--- config.mk ---
export PLATFORM = sky130hd
export DESIGN_NAME = mdc_coproc
export DESIGN_NICKNAME = d
export VERILOG_FILES = /design/src/hdl/mdc_pkg.sv /design/src/hdl/mdc_coproc.sv /design/src/hdl/mdc_flags.sv /design/src/hdl/mdc_divider.sv
export VERILOG_INCLUDE_DIRS = /design/src /design/src/hdl
export SDC_FILE = /design/constraint.sdc
export NUM_CORES = 2
export LEC_CHECK = 0
export BUFFER_PORTS_ARGS = -buffer_cell sky130_fd_sc_hd__buf_2
export CORE_MARGIN = 3
export CORE_UTILIZATION = 45
export CTS_CLUSTER_SIZE = 12
export DETAILED_ROUTE_END_ITERATION = 8
export REMOVE_ABC_BUFFERS = 1
export SETUP_SLACK_MARGIN = 0.5
export SYNTH_ARGS = -nofsm -noshare
export SYNTH_HDL_FRONTEND = slang
export SYNTH_SLANG_ARGS = --single-unit
export TNS_END_PERCENT = 20
--- constraint.sdc ---
create_clock -name ref_clk -period 26.7 [get_ports ref_clk]
set_input_delay 1.335 -clock ref_clk [delete_from_list [all_inputs] [get_ports ref_clk]]
set_output_delay 1.335 -clock ref_clk [all_outputs]
set_load 0.02 [all_outputs]
--- src/hdl/mdc_consts.svh ---
// Register indices, field positions, reset values and timing counts of the coprocessor
`ifndef MDC_CONSTS_SVH
`define MDC_CONSTS_SVH

`define MDC_IDX_RES0 4'h0
`define MDC_IDX_RES1 4'h1
`define MDC_IDX_RES2 4'h2
`define MDC_IDX_RES3 4'h3
`define MDC_IDX_OPA0 4'h4
`define MDC_IDX_OPA1 4'h5
`define MDC_IDX_OPB0 4'h6
`define MDC_IDX_OPTOP 4'h7
`define MDC_IDX_SETUP 4'h8
`define MDC_IDX_STATUS 4'h9
`define MDC_IDX_IDENT 4'hf

`define MDC_BIT_BUSY 0
`define MDC_BIT_SAT 3
`define MDC_BIT_OVF 4
`define MDC_BIT_SIGN 5
`define MDC_BIT_ZERO 6
`define MDC_BIT_CARRY 7
`define MDC_STATUS_WMASK 8'hfe
`define MDC_STATUS_RST 8'h00

`define MDC_SETUP_RST 8'h00
`define MDC_SETUP_ALLOW 7
`define MDC_SETUP_SIGNED 4

// Arbitrary identification value, not tied to any part
`define MDC_IDENT_VAL 8'h5a

`define MDC_MUL_CYCLES 3'h4
`define MDC_DIV_STEPS 6'h20
`endif

--- src/hdl/mdc_pkg.sv ---
// Types shared by the coprocessor modules
package mdc_pkg;
    typedef enum logic [2:0] {
        MDC_MUL = 3'h0,
        MDC_DIV16 = 3'h1,
        MDC_MAC = 3'h2,
        MDC_MACSAT = 3'h3,
        MDC_DIV32 = 3'h5
    } mdc_calc_e;

    typedef enum logic [1:0] {
        MDC_IDLE,
        MDC_MULT,
        MDC_DIVIDE
    } mdc_state_e;
endpackage

--- src/hdl/mdc_coproc.sv ---
// Multiply/divide/accumulate coprocessor with status and identification registers
`timescale 1ns/10ps
`include "mdc_consts.svh"
module mdc_coproc
    import mdc_pkg::*;
(
    input wire logic ref_clk, // Clock, 125 MHz
    input wire logic sys_rst, // Synchronous reset, active high
    input wire logic regWrite, // Coprocessor register write strobe
    input wire logic regRead, // Coprocessor register read strobe
    input wire logic [3:0] regIndex, // Coprocessor register number
    input wire logic [7:0] regWdata, // Write data
    output logic [7:0] regRdata_q, // Read data, valid cycle after read
    output logic calcBusy_q // Busy bit mirror
);
    typedef struct packed {
        logic [31:0] res;
        logic [31:0] opA;
        logic [15:0] opB;
        logic [7:0] setup;
        logic [7:0] status;
        logic [7:0] rdata;
        mdc_state_e state;
        logic [2:0] mulCnt;
        logic [2:0] runSel;
        logic runSigned;
        logic negQuo;
        logic negRem;
        logic divZero;
    } mdc_top_s;

    mdc_top_s s_q, s_d;

    // ****************************************
    // Arithmetic datapath
    // ****************************************
    logic signedSet, launch;
    logic [2:0] calcSelect;
    logic [16:0] aExt, bExt;
    logic [33:0] prodWide;
    logic [31:0] prod;
    logic [33:0] macSum;
    logic macCarry, macOvf, macSat;
    logic [31:0] macRes;
    logic [31:0] divDividend, divDivisor, quoMag, remMag, quoRes, remRes;
    logic [31:0] divisorRaw;
    logic [7:0] opBNow;
    logic divDone, divStart;
    logic [7:0] flagsNew;
    logic [31:0] finalRes;
    logic fCarry, fZero, fSign, fOvf, fSat;

    assign signedSet = s_q.setup[`MDC_SETUP_SIGNED];
    assign calcSelect = s_q.setup[2:0];

    assign aExt = {s_q.runSigned & s_q.opA[15], s_q.opA[15:0]};
    assign bExt = {s_q.runSigned & s_q.opB[15], s_q.opB};
    assign prodWide = $signed(aExt) * $signed(bExt);
    assign prod = prodWide[31:0];

    // Accumulator term is the previous result
    assign macSum = s_q.runSigned ?
        {{2{prod[31]}}, prod} + {{2{s_q.res[31]}}, s_q.res} :
        {2'b00, prod} + {2'b00, s_q.res};
    assign macCarry = macSum[32];
    assign macOvf = s_q.runSigned ? (macSum[32] != macSum[31]) :
        (prod[31] == s_q.res[31]) && (macSum[31] != prod[31]);
    assign macSat = s_q.runSigned ? macOvf : macCarry;
    always_comb begin
        macRes = macSum[31:0];
        if (s_q.runSel == MDC_MACSAT && macSat) begin
            if (!s_q.runSigned) begin
                macRes = 32'hffffffff;
            end else if (macSum[33]) begin
                macRes = 32'h80000000;
            end else begin
                macRes = 32'h7fffffff;
            end
        end
    end

    // ****************************************
    // Divide operand preparation
    // ****************************************
    // The launch write still carries the top divisor byte on the bus,
    // so the divisor takes that byte, not the stale stored one
    assign opBNow = (regWrite && regIndex == `MDC_IDX_OPTOP) ? regWdata : s_q.opB[15:8];

    // Divisor: 16 bit from opB, or 32 bit from opB high and opA low
    always_comb begin
        divisorRaw = {16'h0000, opBNow, s_q.opB[7:0]};
        if (calcSelect == MDC_DIV32) begin
            divisorRaw = {opBNow, s_q.opB[7:0], s_q.opA[15:0]};
        end else if (signedSet) begin
            divisorRaw = {{16{opBNow[7]}}, opBNow, s_q.opB[7:0]};
        end
    end

    // Dividend is whatever the result registers hold at launch
    always_comb begin
        divDividend = s_q.res;
        divDivisor = divisorRaw;
        // Divider works on magnitudes; signs are restored at writeback
        if (signedSet) begin
            if (s_q.res[31]) begin
                divDividend = 32'h0 - s_q.res;
            end
            if (divisorRaw[31]) begin
                divDivisor = 32'h0 - divisorRaw;
            end
        end
    end

    assign quoRes = s_q.negQuo ? 32'h0 - quoMag : quoMag;
    assign remRes = s_q.negRem ? 32'h0 - remMag : remMag;

    mdc_divider u_div (
        .ref_clk(ref_clk),
        .sys_rst(sys_rst),
        .start(divStart),
        .dividend(divDividend),
        .divisor(divDivisor),
        .done(divDone),
        .quotient(quoMag),
        .remainder(remMag)
    );

    // Result and raw flags selected by the running mode
    always_comb begin
        finalRes = prod;
        fCarry = 1'b0;
        fOvf = 1'b0;
        fSat = 1'b0;
        case (s_q.runSel)
            MDC_MAC, MDC_MACSAT: begin
                finalRes = macRes;
                fCarry = macCarry;
                fOvf = macOvf;
                fSat = macSat;
            end
            MDC_DIV16, MDC_DIV32: begin
                finalRes = quoRes;
                fCarry = s_q.divZero;
                // Most negative by minus one overflows, as does divide by zero with a non-negative dividend
                fOvf = s_q.negQuo ? 1'b0 : quoMag[31];
            end
            default: begin
                finalRes = prod;
            end
        endcase
        fZero = (finalRes == 32'h0);
        fSign = finalRes[31];
    end

    mdc_flags u_flags (
        .calcSelect(s_q.runSel),
        .signedOp(s_q.runSigned),
        .flagsOld(s_q.status),
        .carry(fCarry),
        .zero(fZero),
        .sign(fSign),
        .ovf(fOvf),
        .sat(fSat),
        .flagsNew(flagsNew)
    );

    // ****************************************
    // Launch and sequencing
    // ****************************************
    // top operand byte launches
    assign launch = regWrite && regIndex == `MDC_IDX_OPTOP && s_q.state == MDC_IDLE &&
        s_q.setup[`MDC_SETUP_ALLOW] &&
        (calcSelect == MDC_MUL || calcSelect == MDC_DIV16 || calcSelect == MDC_MAC ||
         calcSelect == MDC_MACSAT || calcSelect == MDC_DIV32);
    assign divStart = launch && (calcSelect == MDC_DIV16 || calcSelect == MDC_DIV32);

    always_comb begin
        s_d = s_q;
        // ****************************************
        // Register writes
        // ****************************************
        if (regWrite) begin
            case (regIndex)
                `MDC_IDX_RES0: s_d.res[7:0] = regWdata;
                `MDC_IDX_RES1: s_d.res[15:8] = regWdata;
                `MDC_IDX_RES2: s_d.res[23:16] = regWdata;
                `MDC_IDX_RES3: s_d.res[31:24] = regWdata;
                `MDC_IDX_OPA0: s_d.opA[7:0] = regWdata;
                `MDC_IDX_OPA1: s_d.opA[15:8] = regWdata;
                `MDC_IDX_OPB0: s_d.opB[7:0] = regWdata;
                `MDC_IDX_OPTOP: s_d.opB[15:8] = regWdata;
                `MDC_IDX_SETUP: s_d.setup = regWdata;
                `MDC_IDX_STATUS: s_d.status = (regWdata & `MDC_STATUS_WMASK) |
                    (s_q.status & ~`MDC_STATUS_WMASK);
                default: s_d.rdata = s_q.rdata;
            endcase
        end
        // ****************************************
        // Calculation state machine
        // ****************************************
        case (s_q.state)
            MDC_IDLE: begin
                if (launch) begin
                    s_d.status[`MDC_BIT_BUSY] = 1'b1;
                    s_d.runSel = calcSelect;
                    s_d.runSigned = signedSet;
                    s_d.opB[15:8] = regWdata;
                    s_d.mulCnt = `MDC_MUL_CYCLES - 3'h1;
                    s_d.negQuo = signedSet && (s_q.res[31] != divisorRaw[31]);
                    s_d.negRem = signedSet && s_q.res[31];
                    s_d.divZero = (divisorRaw == 32'h0);
                    s_d.state = divStart ? MDC_DIVIDE : MDC_MULT;
                end
            end
            MDC_MULT: begin
                // Product settles at once; the count only paces writeback
                s_d.mulCnt = s_q.mulCnt - 3'h1;
                if (s_q.mulCnt == 3'h1) begin
                    // Writeback beats a status write in the same cycle
                    // busy falls at writeback
                    s_d.res = finalRes;
                    s_d.status = flagsNew;
                    s_d.state = MDC_IDLE;
                end
            end
            MDC_DIVIDE: begin
                if (divDone) begin
                    // Quotient to result, remainder to operand A
                    s_d.res = finalRes;
                    s_d.opA = remRes;
                    s_d.status = flagsNew;
                    s_d.state = MDC_IDLE;
                end
            end
            default: s_d.state = MDC_IDLE;
        endcase
        // ****************************************
        // Register reads
        // ****************************************
        if (regRead) begin
            // Read data holds until the next read strobe
            case (regIndex)
                `MDC_IDX_RES0: s_d.rdata = s_q.res[7:0];
                `MDC_IDX_RES1: s_d.rdata = s_q.res[15:8];
                `MDC_IDX_RES2: s_d.rdata = s_q.res[23:16];
                `MDC_IDX_RES3: s_d.rdata = s_q.res[31:24];
                `MDC_IDX_OPA0: s_d.rdata = s_q.opA[7:0];
                `MDC_IDX_OPA1: s_d.rdata = s_q.opA[15:8];
                `MDC_IDX_OPB0: s_d.rdata = s_q.opB[7:0];
                `MDC_IDX_OPTOP: s_d.rdata = s_q.opB[15:8];
                `MDC_IDX_SETUP: s_d.rdata = s_q.setup;
                `MDC_IDX_STATUS: s_d.rdata = s_q.status;
                `MDC_IDX_IDENT: s_d.rdata = `MDC_IDENT_VAL;
                default: s_d.rdata = 8'h00;
            endcase
        end
    end

    // ****************************************
    // State register
    // ****************************************
    always_ff @(posedge ref_clk) begin
        if (sys_rst) begin
            s_q <= '0;
        end else begin
            s_q <= s_d;
        end
    end

    // ****************************************
    // Outputs, straight from the state register
    // ****************************************
    assign regRdata_q = s_q.rdata;
    assign calcBusy_q = s_q.status[`MDC_BIT_BUSY];
endmodule

--- src/hdl/mdc_flags.sv ---
// Flag update selection per operation mode and sign setting
`timescale 1ns/10ps
`include "mdc_consts.svh"
module mdc_flags
    import mdc_pkg::*;
(
    input wire logic [2:0] calcSelect, // Operation mode
    input wire logic signedOp, // Signed arithmetic
    input wire logic [7:0] flagsOld, // Current status
    input wire logic carry, // Computed carry or div by zero
    input wire logic zero, // Result is zero
    input wire logic sign, // Result negative
    input wire logic ovf, // Two's range exceeded
    input wire logic sat, // Result clamped
    output logic [7:0] flagsNew // Updated status, busy cleared
);
    always_comb begin
        flagsNew = flagsOld;
        flagsNew[`MDC_BIT_BUSY] = 1'b0;
        case (calcSelect)
            MDC_MUL: begin
                flagsNew[`MDC_BIT_ZERO] = zero;
                if (signedOp) begin
                    flagsNew[`MDC_BIT_SIGN] = sign;
                end
            end
            MDC_DIV16, MDC_DIV32: begin
                flagsNew[`MDC_BIT_CARRY] = carry;
                flagsNew[`MDC_BIT_ZERO] = zero;
                if (signedOp) begin
                    flagsNew[`MDC_BIT_SIGN] = sign;
                    flagsNew[`MDC_BIT_OVF] = ovf;
                end
            end
            MDC_MAC, MDC_MACSAT: begin
                flagsNew[`MDC_BIT_CARRY] = carry;
                flagsNew[`MDC_BIT_ZERO] = zero;
                flagsNew[`MDC_BIT_SIGN] = sign;
                flagsNew[`MDC_BIT_OVF] = ovf;
                if (calcSelect == MDC_MACSAT && sat) begin
                    flagsNew[`MDC_BIT_SAT] = 1'b1;
                end
            end
            default: begin
                flagsNew = flagsOld;
                flagsNew[`MDC_BIT_BUSY] = 1'b0;
            end
        endcase
    end
endmodule

--- src/hdl/mdc_divider.sv ---
// Restoring divider, one quotient bit per cycle, 32 bit dividend
`timescale 1ns/10ps
`include "mdc_consts.svh"
module mdc_divider
    import mdc_pkg::*;
(
    input wire logic ref_clk, // Clock
    input wire logic sys_rst, // Synchronous reset
    input wire logic start, // Launch pulse
    input wire logic [31:0] dividend, // Magnitude of dividend
    input wire logic [31:0] divisor, // Magnitude of divisor
    output logic done, // One cycle when finished
    output logic [31:0] quotient, // Quotient magnitude
    output logic [31:0] remainder // Remainder magnitude
);
    typedef struct packed {
        logic [5:0] cnt;
        logic run;
        logic done;
        logic [31:0] quo;
        logic [32:0] rem;
        logic [31:0] dvs;
    } mdc_div_s;

    mdc_div_s s_q, s_d;
    logic [32:0] trial;

    always_comb begin
        s_d = s_q;
        s_d.done = 1'b0;
        trial = {s_q.rem[31:0], s_q.quo[31]} - {1'b0, s_q.dvs};
        if (start) begin
            s_d.run = 1'b1;
            s_d.cnt = `MDC_DIV_STEPS;
            s_d.quo = dividend;
            s_d.rem = 33'h0;
            s_d.dvs = divisor;
        end else if (s_q.run) begin
            if (trial[32]) begin
                s_d.rem = {s_q.rem[31:0], s_q.quo[31]};
                s_d.quo = {s_q.quo[30:0], 1'b0};
            end else begin
                s_d.rem = trial;
                s_d.quo = {s_q.quo[30:0], 1'b1};
            end
            s_d.cnt = s_q.cnt - 6'h1;
            if (s_q.cnt == 6'h1) begin
                s_d.run = 1'b0;
                s_d.done = 1'b1;
            end
        end
    end

    always_ff @(posedge ref_clk) begin
        if (sys_rst) begin
            s_q <= '0;
        end else begin
            s_q <= s_d;
        end
    end

    assign done = s_q.done;
    assign quotient = s_q.quo;
    assign remainder = s_q.rem[31:0];
endmodule

==> flow_metrics.env <==
export IMPL_outcome="finished clean"
export IMPL_nNetsFinal=3570
export IMPL_drc=0
export IMPL_cts_htree_levels=1
export IMPL_syn_area_um2=26300
export IMPL_clk_path_buf_depth=3
export IMPL_clock_skew_ns=0.0181
export IMPL_pin_count=25
export IMPL_final_cells=3897
export IMPL_floorplan_initialDensity_pct=45.5
export IMPL_report_final_setup_viol=0
export IMPL_critPathSlowestCell="dfxtp_1"
export IMPL_wl_per_cell_um=22.7
export IMPL_cts_sinks=204
export IMPL_holdBufCountCts=0
export IMPL_async_flop_share_pct=0
export IMPL_grt_pass1_wl_um=135000
export IMPL_ys_warn_count=0
export IMPL_drive_gt1_share_pct=5.27
export IMPL_rsz0062_at_grt="false"
export IMPL_cap_violations=0
export IMPL_hold_path_class="register to register"
export IMPL_ctsResizeCount=0
export IMPL_via_per_inst=5.92
export IMPL_powerDensity_nw_per_um2=26.4
export IMPL_area_growth_pct=5.91
export IMPL_worstSetupPathType="register to register"
export IMPL_fin_tns_setup_ns=0
export IMPL_grt_pass1_vias=22828
export IMPL_gr_total_overflow=0
export IMPL_portBuffers=24
export IMPL_drtIter0Drc=2280
export IMPL_crit_required_ns=27.17
export IMPL_mostFrequentLayoutCell="inv_1"
export IMPL_path_max_fanout=31
export IMPL_tightest_slew_ns=1.13
export IMPL_antenna_found_initial=6
export IMPL_ant_nets=0
export IMPL_p_leak_nw=12.9
export IMPL_min_period_ns=10.97
export IMPL_path_clk_slew_ns=0.06
export IMPL_die_area_um2=61400
export IMPL_synthTopCellsByArea="fa_1 (22%), dfxtp_1 (16%), ha_1 (7.6%), mux2i_1 (5.3%), inv_1 (5.1%)"
export IMPL_synthFlopType="dfxtp_1"
export IMPL_peakVddDrop_uv=50.1
export IMPL_cp_end_kind="register"
export IMPL_core_area_um2=57800
export IMPL_max_freq_ghz=0.0911
export IMPL_rows=88
export IMPL_post_cts_buffers=0
export IMPL_finalHoldViolCount=0
export IMPL_mostFrequentLayoutCells="inv_1 (361), nand2_1 (306), fa_1 (284), nor2_1 (258), dfxtp_1 (203)"
export IMPL_place_inst=3846
export IMPL_synth_top_area_share_pct=21.6
export IMPL_startpoint_type="register"
export IMPL_clock_root_buffer="clkbuf_16"
export IMPL_vias=23084
export IMPL_cp_common_cell="fa_1"
export IMPL_fp_dieW_um=248
export IMPL_dpl_hpwl_um=68700
export IMPL_synth_top_cell_by_area="fa_1"
export IMPL_grt_use_total_pct=28.7
export IMPL_die_h_um=248
export IMPL_syn_area_per_cell_um2=8.19
export IMPL_ys_types=86
export IMPL_syn_inst=3214
export IMPL_maxSlewViolCount=0
export IMPL_arrival_ns=11.45
export IMPL_drt_pass1_iterations=5
export IMPL_ys_seq_elements=204
export IMPL_cts_inserted_buffers=27
export IMPL_crit_path_max_incr_delay_ns=0.79
export IMPL_final_period_utilization_pct=41.1
export IMPL_fin_area_um2=27900
export IMPL_clkLatencyLatePin_ns=0.56
export IMPL_grt_max_degree=74
export IMPL_ys_seq_area_share_pct=15.5
export IMPL_slew_limit_headroom_pct=24.5
export IMPL_fillers=5634
export IMPL_drt_total_wl_um=88600
export IMPL_placedInstanceArea_um2=27000
export IMPL_cts_tree="built"
export IMPL_synth_edf_count=0
export IMPL_gp_congestion=1.03
## power by group
part	switching [mW]	total, mW	internal (mW)
Sequential	0.00543	0.312	0.306
Combinational	0.0353	0.0486	0.0133
Clock	0.154	0.377	0.222
## per-stage QoR
| stage | total power, mW | setup slack, ns | util, % | hold WS (ns) |
|---|---|---|---|---|
| finish | 0.737 | 15.73 | 48.2 | 0.457 |
| global route | 0.757 | 15.10 | 48.2 | 0.471 |
| CTS | 0.741 | 15.73 | 48.2 | 0.460 |
| detailed placement | 0.365 | 15.78 | 46.6 | 0.445 |
| global placement | 0.364 | 16.07 | 46.6 | 0.444 |
| floorplan | 0.339 | 17.21 | - | 0.426 |
## metal layers
layer | vias to the layer above | wire length (um) | GRT usage, %
li1 | 10522 | - | -
met1 | 11378 | 38500 | 40.0
met2 | 965 | 38200 | 44.1
met3 | 213 | 7760 | 5.28
met4 | 6 | 4120 | 11.2
met5 | - | 47 | 0
## kinds of logic (layout without fill, tap and decap cells)
family          Yosys count  count (layout)  share of synthesized area (%)
simple gates            963             963                           17.4
fa+ha+maj               444             444                           29.2
compound gates          683             683                           16.8
other cells               0               1                              0
mux                     156             156                           6.14
flops                   204             204                           15.5
xor+xnor                201             201                           6.72
buf+inv                 563             480                           8.17
## critical path, delay by kind of cell (launching register included)
family	cells	cell delay [ns]
XOR/XNOR	1	0.17
AO/OA/AOI/OAI	9	2.37
buffers and inverters	3	0.16
adder cells (fa/ha/maj)	8	3.60
AND/OR/NAND/NOR	9	3.77
flip-flops	1	0.79
## cell type report
cell class	count	area, um2	share of cell area, %
Clock buffer	35	767	2.75
Sequential cell	204	4090	14.7
Multi-Input combinational cell	2447	20100	72.1
Antenna cell	1	2.50	0.00898
Clock inverter	15	144	0.516
Timing Repair Buffer	66	438	1.57
Inverter	364	1370	4.90
Tap cell	765	957	3.43
## synth_stat cells, types with 38 or more instances
cell,instances
nand3_1,42
nor3_1,38
mux2i_1,139
clkbuf_1,179
xnor2_1,123
o21ai_0,148
a21o_1,40
xor2_1,77
and2_1,153
nand2_1,306
ha_1,160
a21oi_1,191
nor2_1,260
dfxtp_1,204
a211oi_1,79
fa_1,284
inv_1,361
## state kept, by name, indices dropped and copies added, names as in the netlist, named ones only
| name | cells |
|---|---|
| u_div.remainder | 32 |
| u_div.quotient | 32 |
| u_div.s_q | 39 |
| bExt | 16 |
| calcSelect | 3 |
| regRdata_q | 8 |
| aExt | 16 |
| s_q | 56 |
| u_div.done | 1 |
## final timing paths
kind                            depth (start not counted)            to          from  slack [ns]
worst max-delay path                                   30       s_q[26]      bExt[15]       15.73
worst min-delay path                                    2  u_div.s_q[4]  u_div.s_q[4]        0.46
worst max register to register                         30       s_q[26]      bExt[15]       15.73
worst min register to register                          2  u_div.s_q[4]  u_div.s_q[4]        0.46
Power figures use the tool's default switching activity.
